`src/rtl/asc_pkg.sv`:
```
// Constants, register map and carrier types of the converter control block.
// Assumes one 250 MHz core clock; the converter oscillator equals that clock.
package asc_pkg;

	// Printed register offsets are indexes; the byte address is four times the index
	localparam logic [9:0] ASC_IDX_RESULT = 10'h01e;
	localparam logic [9:0] ASC_IDX_CTRL_MAIN = 10'h01f;
	localparam logic [9:0] ASC_IDX_REF_SEL = 10'h09f;
	localparam logic [9:0] ASC_IDX_PORT_A = 10'h005;
	localparam logic [9:0] ASC_IDX_PORT_B = 10'h006;
	localparam logic [9:0] ASC_IDX_IRQ = 10'h020;
	localparam logic [9:0] ASC_IDX_ANALOG_SEL = 10'h021;
	localparam int ASC_ADDR_W = 12;

	// Control register 0 fields
	localparam int ASC_POWER_BIT = 0;
	localparam int ASC_INT_SRC_BIT = 1;
	localparam int ASC_GO_BIT = 2;
	localparam int ASC_CHAN_LSB = 3;
	localparam int ASC_CLKSEL_LSB = 6;
	// Control register 1 field
	localparam int ASC_REFSEL_LSB = 4;
	// Interrupt register fields
	localparam int ASC_FLAG_BIT = 0;
	localparam int ASC_IRQEN_BIT = 1;

	localparam logic [7:0] ASC_CTRL_RESET = 8'h00;
	localparam logic [7:0] ASC_REF_MASK = 8'h30;

	// Conversion clock selections
	localparam logic [1:0] ASC_CLK_DIV2 = 2'h0;
	localparam logic [1:0] ASC_CLK_DIV8 = 2'h1;
	localparam logic [1:0] ASC_CLK_DIV32 = 2'h2;
	localparam logic [1:0] ASC_CLK_RC = 2'h3;

	// Oscillator divisions, then half a conversion clock period in core cycles
	localparam int ASC_DIV2 = 2;
	localparam int ASC_DIV8 = 8;
	localparam int ASC_DIV32 = 32;
	localparam logic [4:0] ASC_HALF_DIV2 = 5'(ASC_DIV2 / 2);
	localparam logic [4:0] ASC_HALF_DIV8 = 5'(ASC_DIV8 / 2);
	localparam logic [4:0] ASC_HALF_DIV32 = 5'(ASC_DIV32 / 2);

	// Conversion is 9.5 periods, the abort pause 2 periods, both in half periods
	localparam logic [4:0] ASC_CONV_HALVES = 5'h13;
	localparam logic [4:0] ASC_ABORT_HALVES = 5'h04;
	localparam logic [4:0] ASC_SAMPLE_HALVES = 5'h02;

	localparam logic [1:0] ASC_RESP_OKAY = 2'h0;
	localparam logic [1:0] ASC_RESP_SLVERR = 2'h2;

	// Signals toward the analog multiplexer and sample-hold converter
	typedef struct packed {
		logic powered;
		logic connect;
		logic internalSource;
		logic [2:0] channel;
		logic [1:0] reference;
		logic sampling;
		logic [7:0] trial;
	} asc_analog_t;

endpackage

```
`src/rtl/asc_tad_clock.sv`:
```
// Conversion clock generator: one pulse every half conversion clock period.
// Assumes the dedicated RC oscillator arrives as a one-cycle pulse per half period.
`timescale 1ns/100ps
`default_nettype none
module asc_step_clock
	import asc_pkg::*;
(
	input wire logic core_clk,
	input wire logic sys_rst,
	input wire logic run,
	input wire logic [1:0] clockSelect,
	input wire logic rcHalfTick,
	input wire logic cpuSleep,
	output logic halfTick
);

	logic [4:0] count;
	logic [4:0] halfPeriod;
	logic stalled;

	always_comb
	begin
		case (clockSelect)
			ASC_CLK_DIV2: halfPeriod = ASC_HALF_DIV2;
			ASC_CLK_DIV8: halfPeriod = ASC_HALF_DIV8;
			ASC_CLK_DIV32: halfPeriod = ASC_HALF_DIV32;
			default: halfPeriod = ASC_HALF_DIV2;
		endcase
	end

	// The oscillator stops in sleep; only the RC source keeps running
	assign stalled = cpuSleep && (clockSelect != ASC_CLK_RC);

	always_ff @(posedge core_clk)
	begin
		if (sys_rst || !run)
		begin
			count <= 5'h00;
			halfTick <= 1'b0;
		end
		else if (clockSelect == ASC_CLK_RC)
		begin
			count <= 5'h00;
			halfTick <= rcHalfTick;
		end
		else if (stalled)
			halfTick <= 1'b0;
		else if (count == halfPeriod - 5'h01)
		begin
			count <= 5'h00;
			halfTick <= 1'b1;
		end
		else
		begin
			count <= count + 5'h01;
			halfTick <= 1'b0;
		end
	end

endmodule
`default_nettype wire

```
`src/rtl/asc_sar.sv`:
```
// Successive approximation engine, stepped by half conversion clock pulses.
// Assumes the comparator answers within one half period of a new trial value.
`timescale 1ns/100ps
`default_nettype none
module asc_sar
	import asc_pkg::*;
(
	input wire logic core_clk,
	input wire logic sys_rst,
	input wire logic start,
	input wire logic abort,
	input wire logic halfTick,
	input wire logic compareHigh,
	output logic busy,
	output logic sampling,
	output logic done,
	output logic [7:0] trial
);

	logic [4:0] halfCount;
	logic [7:0] bitMask;

	always_ff @(posedge core_clk)
	begin
		if (sys_rst || abort)
		begin
			busy <= 1'b0;
			sampling <= 1'b0;
			done <= 1'b0;
			halfCount <= 5'h00;
			bitMask <= 8'h00;
			trial <= 8'h00;
		end
		else if (start && !busy)
		begin
			busy <= 1'b1;
			sampling <= 1'b1;
			done <= 1'b0;
			halfCount <= 5'h00;
			bitMask <= 8'h80;
			trial <= 8'h80;
		end
		else if (busy && halfTick)
		begin
			halfCount <= halfCount + 5'h01;
			if (halfCount == ASC_SAMPLE_HALVES - 5'h01)
				sampling <= 1'b0;
			// One bit decided on every odd half after the hold
			if (halfCount[0] && halfCount > ASC_SAMPLE_HALVES && bitMask != 8'h00)
			begin
				trial <= (compareHigh ? trial : (trial & ~bitMask)) | (bitMask >> 1);
				bitMask <= bitMask >> 1;
			end
			if (halfCount == ASC_CONV_HALVES - 5'h01)
			begin
				busy <= 1'b0;
				done <= 1'b1;
			end
		end
		else
			done <= 1'b0;
	end

endmodule
`default_nettype wire

```
`src/rtl/asc_control.sv`:
```
// Converter control top: AXI4-Lite registers, sequencing and analog controls.
// Assumes a comparator result input and a synchronous RC oscillator pulse input.
//
// How it works
// - Power bit enables the converter; clearing it ends any running conversion.
// - Clock select picks oscillator /2, /8, /32 or the RC oscillator.
// - External codes pick inputs 0-7; internal 000 reference, 001 DAC.
// - Writing go starts conversion; hardware holds it, then clears it at the end.
// - Completion loads the 8-bit result; software can read and write it.
// - Completion sets the sticky complete flag until software clears it.
// - With enable set, completion also raises an interrupt request.
// - Result made by successive approximation on the held sample.
// - Reference field picks supply, comparator reference, reference output or DAC.
// - Unused bits of control register 1 read zero and ignore writes.
// - Conversion continues in sleep only with the RC oscillator selected.
// - Conversion ignores pin direction and analog select; firmware sets them.
// - Port reads return zero on pins set as analog inputs.
// - A conversion lasts nine and a half conversion clock periods.
// - Clearing go aborts and keeps the last completed result.
// - After an abort wait two periods, then acquire automatically.
`timescale 1ns/100ps
`default_nettype none
module asc_control
	import asc_pkg::*;
(
	input wire logic core_clk,
	input wire logic sys_rst,
	input wire logic [ASC_ADDR_W-1:0] s_axi_awaddr,
	input wire logic s_axi_awvalid,
	output logic s_axi_awready,
	input wire logic [31:0] s_axi_wdata,
	input wire logic [3:0] s_axi_wstrb,
	input wire logic s_axi_wvalid,
	output logic s_axi_wready,
	output logic [1:0] s_axi_bresp,
	output logic s_axi_bvalid,
	input wire logic s_axi_bready,
	input wire logic [ASC_ADDR_W-1:0] s_axi_araddr,
	input wire logic s_axi_arvalid,
	output logic s_axi_arready,
	output logic [31:0] s_axi_rdata,
	output logic [1:0] s_axi_rresp,
	output logic s_axi_rvalid,
	input wire logic s_axi_rready,
	input wire logic cpuSleep,
	input wire logic rcHalfTick,
	input wire logic compareHigh,
	input wire logic [7:0] portAPins,
	input wire logic [7:0] portBPins,
	output asc_analog_t analog,
	output logic irqRequest
);

	typedef enum logic [1:0] {ASC_ACQUIRE, ASC_CONVERT, ASC_ABORT_WAIT} asc_state_t;

	////////////////////////////////////////////////////////////////////////////////
	// Register state

	logic powerOn;
	logic internalSource;
	logic goDone;
	logic [2:0] channelLow;
	logic [1:0] clockSelect;
	logic [1:0] referenceSelect;
	logic [7:0] conversionResult;
	logic completeFlag;
	logic irqEnable;
	logic [7:0] analogSelect;
	asc_state_t state;
	logic [4:0] abortHalves;
	logic awHeld;
	logic wHeld;
	logic [ASC_ADDR_W-1:0] awAddr;
	logic [7:0] wByte;
	logic wLane0;
	logic writeNow;
	logic [9:0] writeIdx;
	logic readNow;
	logic [9:0] readIdx;
	logic halfTick;
	logic sarBusy;
	logic sarSampling;
	logic sarDone;
	logic [7:0] sarTrial;
	logic sarAbort;
	logic sarStart;
	logic channelValid;

	function automatic logic [9:0] regIndex(input logic [ASC_ADDR_W-1:0] addr);
		regIndex = addr[11:2];
	endfunction

	function automatic logic isMapped(input logic [9:0] idx);
		isMapped = (idx == ASC_IDX_RESULT) || (idx == ASC_IDX_CTRL_MAIN) ||
			(idx == ASC_IDX_REF_SEL) || (idx == ASC_IDX_PORT_A) ||
			(idx == ASC_IDX_PORT_B) || (idx == ASC_IDX_IRQ) ||
			(idx == ASC_IDX_ANALOG_SEL);
	endfunction

	////////////////////////////////////////////////////////////////////////////////
	// AXI4-Lite write channel

	assign writeNow = awHeld && wHeld && !s_axi_bvalid;
	assign writeIdx = regIndex(awAddr);

	always_ff @(posedge core_clk)
	begin
		if (sys_rst)
		begin
			awHeld <= 1'b0;
			wHeld <= 1'b0;
			awAddr <= '0;
			wByte <= 8'h00;
			wLane0 <= 1'b0;
			s_axi_awready <= 1'b0;
			s_axi_wready <= 1'b0;
			s_axi_bvalid <= 1'b0;
			s_axi_bresp <= ASC_RESP_OKAY;
		end
		else
		begin
			// Ready is offered only while the slot is empty, so one write at a time
			s_axi_awready <= !awHeld && !(s_axi_awvalid && s_axi_awready);
			s_axi_wready <= !wHeld && !(s_axi_wvalid && s_axi_wready);
			if (s_axi_awvalid && s_axi_awready)
			begin
				awHeld <= 1'b1;
				awAddr <= s_axi_awaddr;
			end
			if (s_axi_wvalid && s_axi_wready)
			begin
				wHeld <= 1'b1;
				wByte <= s_axi_wdata[7:0];
				wLane0 <= s_axi_wstrb[0];
			end
			if (writeNow)
			begin
				s_axi_bvalid <= 1'b1;
				s_axi_bresp <= isMapped(writeIdx) ? ASC_RESP_OKAY : ASC_RESP_SLVERR;
			end
			else if (s_axi_bvalid && s_axi_bready)
			begin
				s_axi_bvalid <= 1'b0;
				awHeld <= 1'b0;
				wHeld <= 1'b0;
			end
		end
	end

	////////////////////////////////////////////////////////////////////////////////
	// AXI4-Lite read channel

	assign readNow = s_axi_arvalid && s_axi_arready;
	assign readIdx = regIndex(s_axi_araddr);

	always_ff @(posedge core_clk)
	begin
		if (sys_rst)
		begin
			s_axi_arready <= 1'b0;
			s_axi_rvalid <= 1'b0;
			s_axi_rdata <= 32'h0000_0000;
			s_axi_rresp <= ASC_RESP_OKAY;
		end
		else
		begin
			s_axi_arready <= !s_axi_rvalid && !readNow;
			if (readNow)
			begin
				s_axi_rvalid <= 1'b1;
				s_axi_rresp <= isMapped(readIdx) ? ASC_RESP_OKAY : ASC_RESP_SLVERR;
				case (readIdx)
					ASC_IDX_RESULT: s_axi_rdata <= {24'h000000, conversionResult};
					ASC_IDX_CTRL_MAIN: s_axi_rdata <= {24'h000000, clockSelect, channelLow,
						goDone, internalSource, powerOn};
					ASC_IDX_REF_SEL: s_axi_rdata <= {24'h000000, 2'h0, referenceSelect,
						4'h0};
					// Analog pins read zero so a digital reader never sees a floating level
					ASC_IDX_PORT_A: s_axi_rdata <= {24'h000000, portAPins[7:4],
						portAPins[3:0] & ~analogSelect[3:0]};
					ASC_IDX_PORT_B: s_axi_rdata <= {24'h000000, portBPins[7:4],
						portBPins[3:0] & ~analogSelect[7:4]};
					ASC_IDX_IRQ: s_axi_rdata <= {30'h00000000, irqEnable, completeFlag};
					ASC_IDX_ANALOG_SEL: s_axi_rdata <= {24'h000000, analogSelect};
					default: s_axi_rdata <= 32'h0000_0000;
				endcase
			end
			else if (s_axi_rvalid && s_axi_rready)
				s_axi_rvalid <= 1'b0;
		end
	end

	////////////////////////////////////////////////////////////////////////////////
	// Control register 0

	always_ff @(posedge core_clk)
	begin
		if (sys_rst)
		begin
			powerOn <= ASC_CTRL_RESET[ASC_POWER_BIT];
			internalSource <= ASC_CTRL_RESET[ASC_INT_SRC_BIT];
			goDone <= ASC_CTRL_RESET[ASC_GO_BIT];
			channelLow <= ASC_CTRL_RESET[ASC_CHAN_LSB +: 3];
			clockSelect <= ASC_CTRL_RESET[ASC_CLKSEL_LSB +: 2];
		end
		else
		begin
			if (writeNow && wLane0 && writeIdx == ASC_IDX_CTRL_MAIN)
			begin
				powerOn <= wByte[ASC_POWER_BIT];
				internalSource <= wByte[ASC_INT_SRC_BIT];
				channelLow <= wByte[ASC_CHAN_LSB +: 3];
				clockSelect <= wByte[ASC_CLKSEL_LSB +: 2];
				goDone <= wByte[ASC_GO_BIT] && wByte[ASC_POWER_BIT];
			end
			// Completion beats a simultaneous software write of the go bit
			if (sarDone)
				goDone <= 1'b0;
			else if (!powerOn)
				goDone <= 1'b0;
		end
	end

	////////////////////////////////////////////////////////////////////////////////
	// Control register 1, result, interrupt and analog select registers

	always_ff @(posedge core_clk)
	begin
		if (sys_rst)
			referenceSelect <= ASC_CTRL_RESET[ASC_REFSEL_LSB +: 2];
		else if (writeNow && wLane0 && writeIdx == ASC_IDX_REF_SEL)
			referenceSelect <= wByte[ASC_REFSEL_LSB +: 2];
	end

	// No reset: the result is undefined until the first load
	always_ff @(posedge core_clk)
	begin
		if (sarDone)
			conversionResult <= sarTrial;
		else if (writeNow && wLane0 && writeIdx == ASC_IDX_RESULT)
			conversionResult <= wByte;
	end

	always_ff @(posedge core_clk)
	begin
		if (sys_rst)
		begin
			completeFlag <= 1'b0;
			irqEnable <= 1'b0;
			irqRequest <= 1'b0;
		end
		else
		begin
			if (writeNow && wLane0 && writeIdx == ASC_IDX_IRQ)
			begin
				completeFlag <= wByte[ASC_FLAG_BIT];
				irqEnable <= wByte[ASC_IRQEN_BIT];
			end
			// Set wins over a clear in the same cycle
			if (sarDone)
				completeFlag <= 1'b1;
			irqRequest <= completeFlag && irqEnable;
		end
	end

	always_ff @(posedge core_clk)
	begin
		if (sys_rst)
			analogSelect <= 8'h00;
		else if (writeNow && wLane0 && writeIdx == ASC_IDX_ANALOG_SEL)
			analogSelect <= wByte;
	end

	////////////////////////////////////////////////////////////////////////////////
	// Conversion sequencing

	assign sarStart = (state == ASC_ACQUIRE) && powerOn && goDone;
	assign sarAbort = (state == ASC_CONVERT) && (!goDone || !powerOn);

	always_ff @(posedge core_clk)
	begin
		if (sys_rst || !powerOn)
		begin
			state <= ASC_ACQUIRE;
			abortHalves <= 5'h00;
		end
		else
		begin
			case (state)
				ASC_ACQUIRE:
					if (sarStart)
						state <= ASC_CONVERT;
				ASC_CONVERT:
				begin
					if (sarAbort)
					begin
						state <= ASC_ABORT_WAIT;
						abortHalves <= 5'h00;
					end
					else if (sarDone)
						state <= ASC_ACQUIRE;
				end
				ASC_ABORT_WAIT:
				begin
					if (halfTick)
						abortHalves <= abortHalves + 5'h01;
					if (halfTick && abortHalves == ASC_ABORT_HALVES - 5'h01)
						state <= ASC_ACQUIRE;
				end
				default: state <= ASC_ACQUIRE;
			endcase
		end
	end

	asc_step_clock u_step_clock (
		.core_clk(core_clk),
		.sys_rst(sys_rst),
		.run(powerOn && state != ASC_ACQUIRE),
		.clockSelect(clockSelect),
		.rcHalfTick(rcHalfTick),
		.cpuSleep(cpuSleep),
		.halfTick(halfTick)
	);

	asc_sar u_sar (
		.core_clk(core_clk),
		.sys_rst(sys_rst),
		.start(sarStart),
		.abort(sarAbort),
		.halfTick(halfTick),
		.compareHigh(compareHigh),
		.busy(sarBusy),
		.sampling(sarSampling),
		.done(sarDone),
		.trial(sarTrial)
	);

	////////////////////////////////////////////////////////////////////////////////
	// Analog side controls

	// Internal codes above 001 are reserved and leave the hold capacitor open
	assign channelValid = !internalSource || channelLow[2:1] == 2'h0;

	always_ff @(posedge core_clk)
	begin
		if (sys_rst)
			analog <= '0;
		else
		begin
			analog.powered <= powerOn;
			analog.connect <= powerOn && channelValid;
			analog.internalSource <= internalSource;
			analog.channel <= channelLow;
			analog.reference <= referenceSelect;
			// Track in acquisition and the opening halves, hold through the bit trials
			analog.sampling <= powerOn && channelValid &&
				((state == ASC_ACQUIRE) || (sarBusy && sarSampling));
			analog.trial <= sarTrial;
		end
	end

endmodule
`default_nettype wire

```
`config.mk`:
```
export PLATFORM = sky130hd
export DESIGN_NAME = asc_control
export DESIGN_NICKNAME = d
export VERILOG_FILES = /design/src/rtl/asc_pkg.sv /design/src/rtl/asc_tad_clock.sv /design/src/rtl/asc_sar.sv /design/src/rtl/asc_control.sv
export SDC_FILE = /design/constraint.sdc
export NUM_CORES = 1
export LEC_CHECK = 0
export BUFFER_PORTS_ARGS = -buffer_cell sky130_fd_sc_hd__buf_2
export CORE_ASPECT_RATIO = 0.75
export CORE_UTILIZATION = 46
export DETAILED_ROUTE_END_ITERATION = 10
export HOLD_SLACK_MARGIN = 0.02
export PLACE_DENSITY = 0.71
export SYNTH_ARGS = -nofsm -noshare
export SYNTH_HDL_FRONTEND = slang
export SYNTH_SLANG_ARGS = --single-unit
```
`constraint.sdc`:
```
create_clock -name core_clk -period 4 [get_ports core_clk]
set_input_delay 0.8 -clock core_clk [delete_from_list [all_inputs] [get_ports core_clk]]
set_output_delay 0.8 -clock core_clk [all_outputs]
set_load 0.02 [all_outputs]
```
# [After elaboration in Yosys (flattened, before gate mapping)]
# Index checks and enable logic that the tools add are counted.
[totals] memories=0 out_inout_bits=59 rom_bits=0 ff_bits=147 mem_bits_rw=0 latchBits=0 word_cells=213
[op_classes] bitwise_logic=9 shifts=0 reduce_logical=84 addsub=4 n_div=0 order_cmp=1 eq_ne=29 n_mul=0 n_mux=43
[op_table] op="$mux W8" count=9
[op_table] op="$pmux W8 S7" count=1
[op_table] op="$eq A10 B3 Y1 const B" count=4
[op_table] op="$eq A10 B5 Y1 const B" count=4
[op_table] op="$eq A10 B6 Y1 const B" count=4
[op_table] op="$logic_and A1 B1 Y1" count=31
[op_table] op="$mux W1" count=21
[op_table] op="$eq A10 B8 Y1 const B" count=2
[op_table] op="$pmux W5 S2" count=2
[op_table] op="$reduce_bool A2 Y1" count=10
[op_table] op="$logic_or A1 B1 Y1" count=18
[op_table] op="$add A5 B1 Y5 const B" count=3
[op_table] op="$mux W5" count=3
[op_table] op="$logic_not A1 Y1" count=12
[op_table] op="$mux W2" count=6
[op_table] op="$and A4 B4 Y4" count=2
[op_table] op="$and A8 B8 Y8" count=1
[op_table] op="$not A4 Y4" count=2
[op_table] op="$not A8 Y8" count=1
[op_table] op="$or A8 B7 Y8" count=1
[op_table] op="$reduce_and A2 Y1" count=4
[op_table] op="$reduce_bool A8 Y1" count=1
[op_table] op="$eq A2 B2 Y1 const B" count=3
[op_table] op="$ne A2 B1 Y1 const B" count=3
[op_table] op="15 further kinds" count=22

# [Longest topological paths before layout]
# Gate-level depths: netlist of run 1.
[logic_depth] ltp_word=8 depth_mapped=8 depth_no_buf=7

# [Hierarchy]
# From an unflattened synthesis of run 1, not the netlist that was laid out.
[unflattened] cells_unflattened=592 hier_area_um2=5471.5
[modules_own_cells] mod="asc_control" area_per_inst_um2=3991.3 cells_per_inst=430 seq_area_each_um2=1861.8 n_inst=1
[modules_own_cells] mod="asc_sar" area_per_inst_um2=1094.8 cells_per_inst=121 seq_area_each_um2=480.5 n_inst=1
[modules_own_cells] mod="asc_step_clock" area_per_inst_um2=385.4 cells_per_inst=41 seq_area_each_um2=120.1 n_inst=1

# [Worst setup path before layout of run 1]
# OpenSTA, ideal clock, no wires.
[synth_path] path_kind="input to register" startpoint="input port s_axi_araddr[11]" endpoint="register s_axi_rdata[4]" cell_stages=5 arrival_ns=2.247 setup_ns=0.086 path_slack_ns=1.667 cell_sequence="or3b_2 > or4_4 > a31oi_4 > a21oi_1 > a211oi_1"
[synth_between] elab_chain_cells=2 elab_cells_between_ends=8
[synth_lines] element="from (decl)" line_no="asc_control.sv:38" rtl="input wire logic [ASC_ADDR_W-1:0] s_axi_araddr,"
[synth_lines] element="$eq A10 B6 Y1 (tied with other cells)" line_no="asc_control.sv:172" rtl="case (readIdx)"
[synth_lines] element="$pmux W8 S7 (*)" line_no="asc_control.sv:172"
[synth_lines] element="to (signal assigned)" line_no="asc_control.sv:173" rtl="ASC_IDX_RESULT: s_axi_rdata <= {24'h000000, conversionResult};"
[synth_lines] element="to (signal assigned)" line_no="asc_control.sv:174" rtl="ASC_IDX_CTRL_MAIN: s_axi_rdata <= {24'h000000, clockSelect, channelLow,"
[synth_lines] element="to (signal assigned)" line_no="asc_control.sv:176" rtl="ASC_IDX_REF_SEL: s_axi_rdata <= {24'h000000, 2'h0, referenceSelect,"
[synth_lines] element="to (decl)" line_no="asc_control.sv:41" rtl="output logic [31:0] s_axi_rdata,"
# Mark *: on every way between the ends. The rest lies on a longest branch, timed or not.
# A chain may end at the register's enable or synchronous reset.

# [Final worst setup path of run 1]
[layout_path] startpoint="input port s_axi_araddr[11]" endpoint="register s_axi_rdata[1]"
# Same word-level chain as after synthesis.

==> flow_metrics.tcl, run 1 <==
set metrics [dict create \
    drt_wl_total_um 12500 \
    cts_buffers 17 \
    antenna_found_initial 0 \
    cts_resized 0 \
    drive_gt1_share_pct 20.3 \
    drtIter0Drc 338 \
    max_stage_delay_ns 0.51 \
    cp_data_required_time_ns 4.33 \
    p_int_w 0.00219 \
    fin_tns_setup_ns 0 \
    drc 0 \
    htree_num_levels 4 \
    grt_first_pass_wirelength_um 19700 \
    syn_area_um2 5330 \
    vdd_drop_max_mv 0.292 \
    worstPathCellList "buf_2, or3b_2, or4_4, a31oi_4, o31ai_1, a21oi_1" \
    setup_viol 0 \
    num_vias 4491 \
    yosys_warnings 0 \
    pwr-share-seq_pct 43.6 \
    layout_commonest_cell "dfxtp_1" \
    p_leak_nw 2.53 \
    cp-end-kind "flop" \
    postRouteAntennaNets 0 \
    dr.pass1.iters 5 \
    clkPwrFrac_pct 51.3 \
    cellPowerDensity_nw_per_um2 445 \
    fin_skew_ns 0.00611 \
    final-hold-violation-count 0 \
    clock_sinks 119 \
    die_area_um2 12000 \
    grt_use_total_pct 21.5 \
    dp_cells 804 \
    final_cell_mix "dfxtp_1 (111), buf_2 (87), nand2_1 (73), a21oi_1 (59), nor2_1 (55)" \
    hold_class "reg2reg" \
    cts-root-buf "clkbuf_16" \
    relSlewSlack_pct 52.9 \
    status "complete, no violations" \
    fmax_mhz 450 \
    ios 145 \
    grt_overflow 0 \
    std_cell_rows 33 \
    p_comb_share_pct 5.1 \
    insertion_delay_ns 0.41 \
    grt_pass1_vias 3906 \
    ys_async_sr_fraction_pct 0 \
    core_area_um2 11100 \
    wire_per_inst_um 14.9 \
    cts_tree "done" \
    fp.dieH_um 95.2 \
    synthCells 598 \
    synthDistinctLibCells 58 \
    cts_buffer_depth 2 \
    cp_slowest_cell "or4_4" \
    ys_seq_area_share_pct 46.2 \
    period_needed_ns 2.22 \
    ys_ff_latch 119 \
    grt_max_degree 72 \
    ys.flop_type "dfxtp_1" \
    die_x_um 126 \
    clk_pin_slew_ns 0.05 \
    initial_core_util_pct 48.0 \
    period_share_pct 55.5 \
    worstSetupStartpointType "input port" \
    final_cells 836 \
    portBuffers 87 \
    maxCapViolCount 0 \
    area_delta_synth_final_pct 19.1 \
    synth_area_per_cell_um2 8.91 \
    cp_max_fo 9 \
    ctsHoldBuffers 0 \
    path_class "in2reg" \
    dp_hpwl_um 9030 \
    gp_congestion 0.891 \
    postCtsSetupRepairBufs 0 \
    final_area_um2 6350 \
    nNetsFinal 777 \
    switching_share_pct 22.4 \
    placed_cell_area_um2 5780 \
    viasPerCell 5.37 \
    p_switching_w 0.000632 \
    timing_worst_slew_pin_value_ns 0.707 \
    rsz0062_at_grt "false" \
    synth_enable_flop_cells 8 \
    cp.arrival_ns 2.55 \
    slew_violations 0 \
    antenna_cells 0 \
]
-- power by group through the flow --
stage | clock (W) | sequential (W) | combinational (W)
floorplan | 0 | 0.00126 | 0.000107
global placement | 0 | 0.00126 | 0.000140
detailed placement | 0 | 0.00126 | 0.000142
CTS | 0.00146 | 0.00123 | 0.000143
global route | 0.00152 | 0.00123 | 0.000158
finish | 0.00145 | 0.00123 | 0.000144
-- Yosys cell counts, types with 8 or more instances --
| master | instances | area share [%] |
|---|---|---|
| buf_4 | 26 | 3.7 |
| mux2i_1 | 22 | 4.1 |
| ha_1 | 8 | 1.9 |
| a21oi_1 | 59 | 5.5 |
| a211oi_1 | 10 | 1.4 |
| nand3_1 | 15 | 1.4 |
| nand2_1 | 73 | 5.1 |
| edfxtp_1 | 8 | 4.5 |
| inv_1 | 22 | 1.6 |
| mux2_2 | 9 | 1.9 |
| nor2b_1 | 19 | 2.2 |
| nand2b_1 | 11 | 1.3 |
| clkbuf_1 | 21 | 1.5 |
| nand4_1 | 8 | 0.94 |
| o21a_1 | 8 | 1.1 |
| xor2_1 | 10 | 1.6 |
| o21ai_0 | 12 | 1.1 |
| dfxtp_1 | 111 | 42 |
| nor2_1 | 55 | 3.9 |
-- sequential cells by signal (all words and copies together) (netlist names), 8 cells and up --
register	flops
analog	17
u_sar.bitMask	8
wByte	8
awAddr	10
s_axi_rdata	8
analogSelect	8
conversionResult	8
u_sar.trial	8
-- per-stage QoR --
step / hold WS, ns / utilization, % / total power (W) / setup slack, ns
2_1_floorplan: 0.417 / - / 0.00136 / 1.67
3_3_place_gp: 0.430 / 52.0 / 0.00140 / 1.41
3_5_place_dp: 0.447 / 52.0 / 0.00140 / 1.39
4_1_cts: 0.453 / 57.1 / 0.00284 / 1.81
5_1_grt: 0.468 / 57.1 / 0.00292 / 1.61
6_report: 0.450 / 57.1 / 0.00282 / 1.78
-- path summary, 6_finish.rpt --
kind | start | to | slack (ns) | cells past startpoint
setup / recovery | s_axi_araddr[11] | s_axi_rdata[1]$_SDFFE_PP0P_ | 1.78 | 6
hold / removal | s_axi_rdata[0]$_SDFFE_PP0P_ | s_axi_rdata[0]$_SDFFE_PP0P_ | 0.45 | 2
setup reg to reg | awAddr[11]$_SDFFE_PP0P_ | analogSelect[3]$_SDFFE_PP0P_ | 1.85 | 5
hold reg to reg | s_axi_rdata[0]$_SDFFE_PP0P_ | s_axi_rdata[0]$_SDFFE_PP0P_ | 0.45 | 2
-- critical path: cells and delay by family --
family	cells	cell delay, ns
AOI/OAI and AO/OA	3	0.64
and+or+nand+nor	2	1.00
buffers and inverters	1	0.11
-- kinds of logic after synthesis --
family	share of synthesized area (%)
AOI/OAI and AO/OA	13.3
xor gates and xnor gates	2.14
adders and majority gates	1.88
buffers and inverters	6.93
and+or+nand+nor	23.4
muxes	6.04
other	0.0704
DFF	46.2
-- per-layer routing --
layer	GRT usage, %	share of wire [%]
met3	5.33	6.0
met4	8.94	1.3
met5	0	0
met2	32.0	43
met1	29.9	50
-- layout make-up --
type,count,area [µm²]
timing repair buffer,91,465
tap,140,175
inverter,22,82.6
clock buffer,24,502
multi-input combinational,432,2590
clock inverter,8,70.1
sequential,119,2460
fill,990,4760
Power figures use the tool's default switching activity.
==> inputs of run 2 (changes only) <==
==> constraint.sdc (replaced) <==
create_clock -name core_clk -period 2.1 [get_ports core_clk]
set_input_delay 0.42 -clock core_clk [delete_from_list [all_inputs] [get_ports core_clk]]
set_output_delay 0.42 -clock core_clk [all_outputs]
set_load 0.02 [all_outputs]
==> run 2 against run 1 <==
  * Register-to-register slack worse by 1.7 ns
  * Critical path depth did not move
  * Combinational power up 100%
  * Via count increased by 1.4%
  * Critical path type is now reg2reg
  * Highest routed layer unchanged
==> flow_metrics.tcl, run 2 (same netlist as run 1, synthesis figures left out) <==
set metrics [dict create \
    ios 145 \
    rr_startpoint "awAddr[11]$_SDFFE_PP0P_" \
    cellPowerDensity_nw_per_um2 851 \
    critPathLaunch "awAddr[11]$_SDFFE_PP0P_" \
    die_x_um 126 \
    cp_data_required_time_ns 2.36 \
    fp.dieH_um 95.2 \
    htree_num_levels 4 \
    cp-end-kind "flop" \
    wire_per_inst_um 15.1 \
    p_int_w 0.00433 \
    fin_ws_ns 0.135 \
    crit_path_end "channelLow[1]$_SDFFE_PP0P_" \
    num_vias 4554 \
    grt_use_total_pct 21.8 \
    clkPwrFrac_pct 52.3 \
    final_util_pct 58.5 \
    holdWs_ns 0.227 \
    nNetsFinal 792 \
    drtIter0Drc 303 \
    cts_tree "done" \
    grt_overflow 0 \
    postRouteAntennaNets 0 \
    gp_congestion 0.930 \
    hold_class "in2reg" \
    worstSetupStartpointType "flop" \
    relSlewSlack_pct 50.6 \
    grt_pass1_vias 3973 \
    cts_buffer_depth 2 \
    setup_viol 0 \
    ctsHoldBuffers 0 \
    period_needed_ns 1.96 \
    vdd_drop_max_mv 0.540 \
    switching_share_pct 21.7 \
    die_area_um2 12000 \
    grt_first_pass_wirelength_um 20100 \
    cts-root-buf "clkbuf_16" \
    drt_wl_total_um 12800 \
    fin_tns_setup_ns 0 \
    cp_max_fo 8 \
    reg2reg_slack_ns 0.14 \
    antenna_found_initial 0 \
    maxCapViolCount 0 \
    drc 0 \
    area_delta_synth_final_pct 21.9 \
    top_register "analog" \
    pwr-share-seq_pct 42.4 \
    largest_reg_flops 17 \
    initial_core_util_pct 48.0 \
    insertion_delay_ns 0.41 \
    clk_pin_slew_ns 0.05 \
    p_comb_share_pct 5.3 \
    core_area_um2 11100 \
    final_cell_mix "dfxtp_1 (111), buf_2 (87), nand2_1 (73), a21oi_1 (59), nor2_1 (55)" \
    dp_hpwl_um 9100 \
    viasPerCell 5.36 \
    dr.pass1.iters 5 \
    portBuffers 87 \
    antenna_cells 0 \
    dp_slack_ns -0.118 \
    final-hold-violation-count 0 \
    timing_worst_slew_pin_value_ns 0.740 \
    final_cells 849 \
    fmax_mhz 509 \
    reg_top3 "analog: 17 flops, awAddr: 10 flops" \
    status "complete, no violations" \
    period_share_pct 93.6 \
    clock_sinks 119 \
    layout_commonest_cell "dfxtp_1" \
    drive_gt1_share_pct 21.9 \
    grt_max_degree 71 \
    r2r_end "channelLow[1]$_SDFFE_PP0P_" \
    rr_worst_depth 6 \
    cts_buffers 17 \
    p_leak_nw 2.61 \
    p_switching_w 0.00120 \
    slew_violations 0 \
    path_class "reg2reg" \
    cp.arrival_ns 2.23 \
    hold_start "s_axi_arvalid" \
    fin_skew_ns 0.00726 \
    std_cell_rows 33 \
    rsz0062_at_grt "false" \
    dp_cells 819 \
]
-- run 2: critical path, stage by stage (launching register included) --
cell and delay, ns:
dfxtp_1 0.31, or3_4 0.40, or4_4 0.53, nor3_4 0.17, buf_12 0.16, mux2i_1 0.20, nor2_1 0.06
-- run 2: how the worst min path moves through the flow --
| stage | endpoint | slack, ns | cells after the start |
|---|---|---|---|
| finish | s_axi_arready$_SDFF_PP0_ | 0.23 | 2 |
| global route | s_axi_arready$_SDFF_PP0_ | 0.23 | 2 |
| CTS | s_axi_arready$_SDFF_PP0_ | 0.22 | 2 |
| detailed placement | awAddr[11]$_SDFFE_PP0P_ | 0.45 | 2 |
| global placement | s_axi_arready$_SDFF_PP0_ | 0.43 | 1 |
| floorplan | irqRequest$_SDFF_PP0_ | 0.42 | 2 |
-- run 2: area by class of cell --
type,count,area [µm²]
Fill cell,936,4610
Multi-Input combinational cell,432,2600
Sequential cell,119,2460
Timing Repair Buffer,106,591
Clock buffer,22,464
Tap cell,140,175
Clock inverter,8,124
Inverter,22,82.6
-- run 2: power by group through the flow --
| stage | Sequential, W | Clock, W | Combinational [W] |
|---|---|---|---|
| 2_1_floorplan | 0.00239 | 0 | 0.000205 |
| 3_3_place_gp | 0.00239 | 0 | 0.000282 |
| 3_5_place_dp | 0.00239 | 0 | 0.000287 |
| 4_1_cts | 0.00235 | 0.00293 | 0.000290 |
| 5_1_grt | 0.00235 | 0.00303 | 0.000320 |
| 6_report | 0.00235 | 0.00289 | 0.000292 |
-- run 2: per-layer routing --
| layer | wire [µm] | vias to the layer above | track usage (%) |
|---|---|---|---|
| met5 | 0 | - | 0 |
| met4 | 232 | 0 | 8.73 |
| met3 | 877 | 18 | 5.72 |
| met2 | 5330 | 179 | 31.0 |
| met1 | 6360 | 2118 | 31.3 |
| li1 | - | 2239 | - |
-- run 2: repair_timing --
item,in CTS,in global routing
buffers inserted,0,0
endpoints found under the setup margin,0,1
gates resized for setup,0,1
-- run 2: stage by stage --
| step | instance area, µm² | power, W |
|---|---|---|
| floorplan | 5430 | 0.00260 |
| global placement | 5910 | 0.00267 |
| detailed placement | 5910 | 0.00268 |
| CTS | 6490 | 0.00556 |
| global route | 6500 | 0.00570 |
| finish | 6500 | 0.00553 |
==> inputs of run 3 (changes only) <==
--- a/config.mk
+++ b/config.mk
@@ -6,11 +6,13 @@
 export NUM_CORES = 1
 export LEC_CHECK = 0
 export BUFFER_PORTS_ARGS = -buffer_cell sky130_fd_sc_hd__buf_2
+export CELL_PAD_IN_SITES_DETAIL_PLACEMENT = 0
+export CELL_PAD_IN_SITES_GLOBAL_PLACEMENT = 1
 export CORE_ASPECT_RATIO = 0.75
-export CORE_UTILIZATION = 46
+export CORE_UTILIZATION = 39
 export DETAILED_ROUTE_END_ITERATION = 10
 export HOLD_SLACK_MARGIN = 0.02
-export PLACE_DENSITY = 0.71
+export PLACE_DENSITY = 0.8
 export SYNTH_ARGS = -nofsm -noshare
 export SYNTH_HDL_FRONTEND = slang
 export SYNTH_SLANG_ARGS = --single-unit
==> run 3 against run 2 <==
  * Via count shrank 2.2%
  * Critical endpoint is now conversionResult[1]$_DFFE_PP_
  * Critical path depth shrank 2
  * Combinational power is essentially flat
  * Non-clock buffer count shrank 2
  * Hold slack lost 0.0043 ns
  * Clock-buffer cell count shrank 1
  * Core utilization shrank 8.8 points
  * Register-to-register slack gained 0.03 ns
  * Flip-flop and latch count is the same
  * Clock power grew 2%
  * Worst setup slack gained 0.033 ns
  * Sequential share of layout area shrank 0.19 points
==> flow_metrics.tcl, run 3 (same netlist as run 1, synthesis figures left out) <==
set metrics [dict create \
    status "complete, no violations" \
    postCtsSetupRepairBufs 0 \
    postRouteAntennaNets 0 \
    fp.dieH_um 103 \
    hold_class "in2reg" \
    viasPerCell 5.06 \
    maxCapViolCount 0 \
    final_cell_mix "dfxtp_1 (111), buf_2 (87), nand2_1 (73), a21oi_1 (59), nor2_1 (55)" \
    cts_resized 0 \
    p_comb_share_pct 5.2 \
    cp.arrival_ns 2.06 \
    path_class "reg2reg" \
    antenna_cells 0 \
    top_register "analog" \
    rr_startpoint "awAddr[11]$_SDFFE_PP0P_" \
    cp_max_fo 8 \
    drt_wl_total_um 13100 \
    fin_tns_setup_ns 0 \
    cts_buffers 17 \
    regArea_um2 2460 \
    clkPwrFrac_pct 52.7 \
    dp_hpwl_um 9450 \
    period_needed_ns 1.93 \
    fin_skew_ns 0.00817 \
    drtIter0Drc 261 \
    die_area_um2 14100 \
    grt_first_pass_wirelength_um 20200 \
    ios 145 \
    grt_pass1_vias 3937 \
    grt_use_total_pct 19.0 \
    fin_ws_ns 0.168 \
    cts_buffer_depth 2 \
    reg_top3 "analog: 17 flops, awAddr: 10 flops" \
    critPathLaunch "awAddr[11]$_SDFFE_PP0P_" \
    holdWs_ns 0.222 \
    htree_num_levels 4 \
    p_leak_nw 2.60 \
    ctsHoldBuffers 0 \
    pwr-share-seq_pct 42.1 \
    multi_input_area_um2 2590 \
    antenna_found_initial 0 \
    fmax_mhz 518 \
    hold_start "s_axi_arvalid" \
    largest_reg_flops 17 \
    dp_slack_ns -0.106 \
    portBuffers 87 \
    clk_pin_slew_ns 0.06 \
    timing_worst_slew_pin_value_ns 0.719 \
    dr.pass1.iters 5 \
    gp_congestion 0.851 \
    cts_tree "done" \
    layout_commonest_cell "dfxtp_1" \
    slew_violations 0 \
    std_cell_rows 36 \
    worstSetupStartpointType "flop" \
    area_delta_synth_final_pct 22.5 \
    cp_data_required_time_ns 2.22 \
    p_switching_w 0.00126 \
    period_share_pct 92.0 \
    n_fill_cell 1305 \
    die_x_um 137 \
    drc 0 \
    cts-root-buf "clkbuf_16" \
    nNetsFinal 790 \
    vdd_drop_max_mv 0.605 \
    initial_core_util_pct 40.5 \
    rsz0062_at_grt "false" \
    placed_cell_area_um2 5930 \
    p_int_w 0.00431 \
    grt_max_degree 59 \
    num_vias 4454 \
    cellPowerDensity_nw_per_um2 853 \
    final_area_um2 6530 \
    wire_per_inst_um 14.9 \
    grt_overflow 0 \
    clock_sinks 119 \
    setup_viol 0 \
    drive_gt1_share_pct 21.7 \
    final-hold-violation-count 0 \
    core_area_um2 13200 \
    relSlewSlack_pct 52.1 \
    switching_share_pct 22.6 \
    cp-end-kind "flop" \
    insertion_delay_ns 0.42 \
]
## run 3: cell count changes in the layout (fill, tap and decap cells not counted), sizes merged
cell      change
buf           -2
clkinvlp      +2
inv           +2
clkbuf        -1
clkinv        -1
## run 3: power by group through the flow
stage	sequential [W]	combinational, W	clock [W]
after CTS	0.00235	0.000289	0.00298
after detailed placement	0.00239	0.000287	0
after global placement	0.00239	0.000283	0
after floorplan	0.00239	0.000205	0
final	0.00235	0.000289	0.00294
after global routing	0.00235	0.000318	0.00309
## run 3: layout make-up
cell class / count / area share, %
well taps: 171 / 3.28
clock buffers: 21 / 6.90
clock inverters: 11 / 2.28
multi-input cells: 432 / 39.7
repair buffers: 104 / 8.82
inverters: 22 / 1.26
flip-flops and latches: 119 / 37.7
## run 3: critical path, stage by stage, from the launching register on
cell,delay (ns)
dfxtp_1,0.31
or3_4,0.40
or4_4,0.52
o31ai_2,0.20
buf_4,0.20
## run 3: routing by layer
layer  up-vias  part of all wire (%)  track usage [%]
li1       2232                     -                -
met1      2073                    52             27.9
met2       135                    40             26.7
met3        14                   6.4             5.02
met4         0                   1.3             6.85
met5         -                     0                0
## run 3: worst paths after layout
| check | endpoint | slack (ns) | depth (start not counted) |
|---|---|---|---|
| worst min register to register | s_axi_arready$_SDFF_PP0_ | 0.45 | 1 |
| worst max-delay path | conversionResult[1]$_DFFE_PP_ | 0.17 | 4 |
| worst min-delay path | s_axi_arready$_SDFF_PP0_ | 0.22 | 2 |
| worst max register to register | conversionResult[1]$_DFFE_PP_ | 0.17 | 4 |
## run 3: per-stage QoR
| step | instances | power, W | util (%) |
|---|---|---|---|
| finish | 880 | 0.00557 | 49.6 |
| global route | 880 | 0.00575 | 49.6 |
| CTS | 880 | 0.00561 | 49.6 |
| detailed placement | 848 | 0.00268 | 45.1 |
| global placement | 848 | 0.00268 | 45.1 |
| floorplan | 623 | 0.00260 | - |
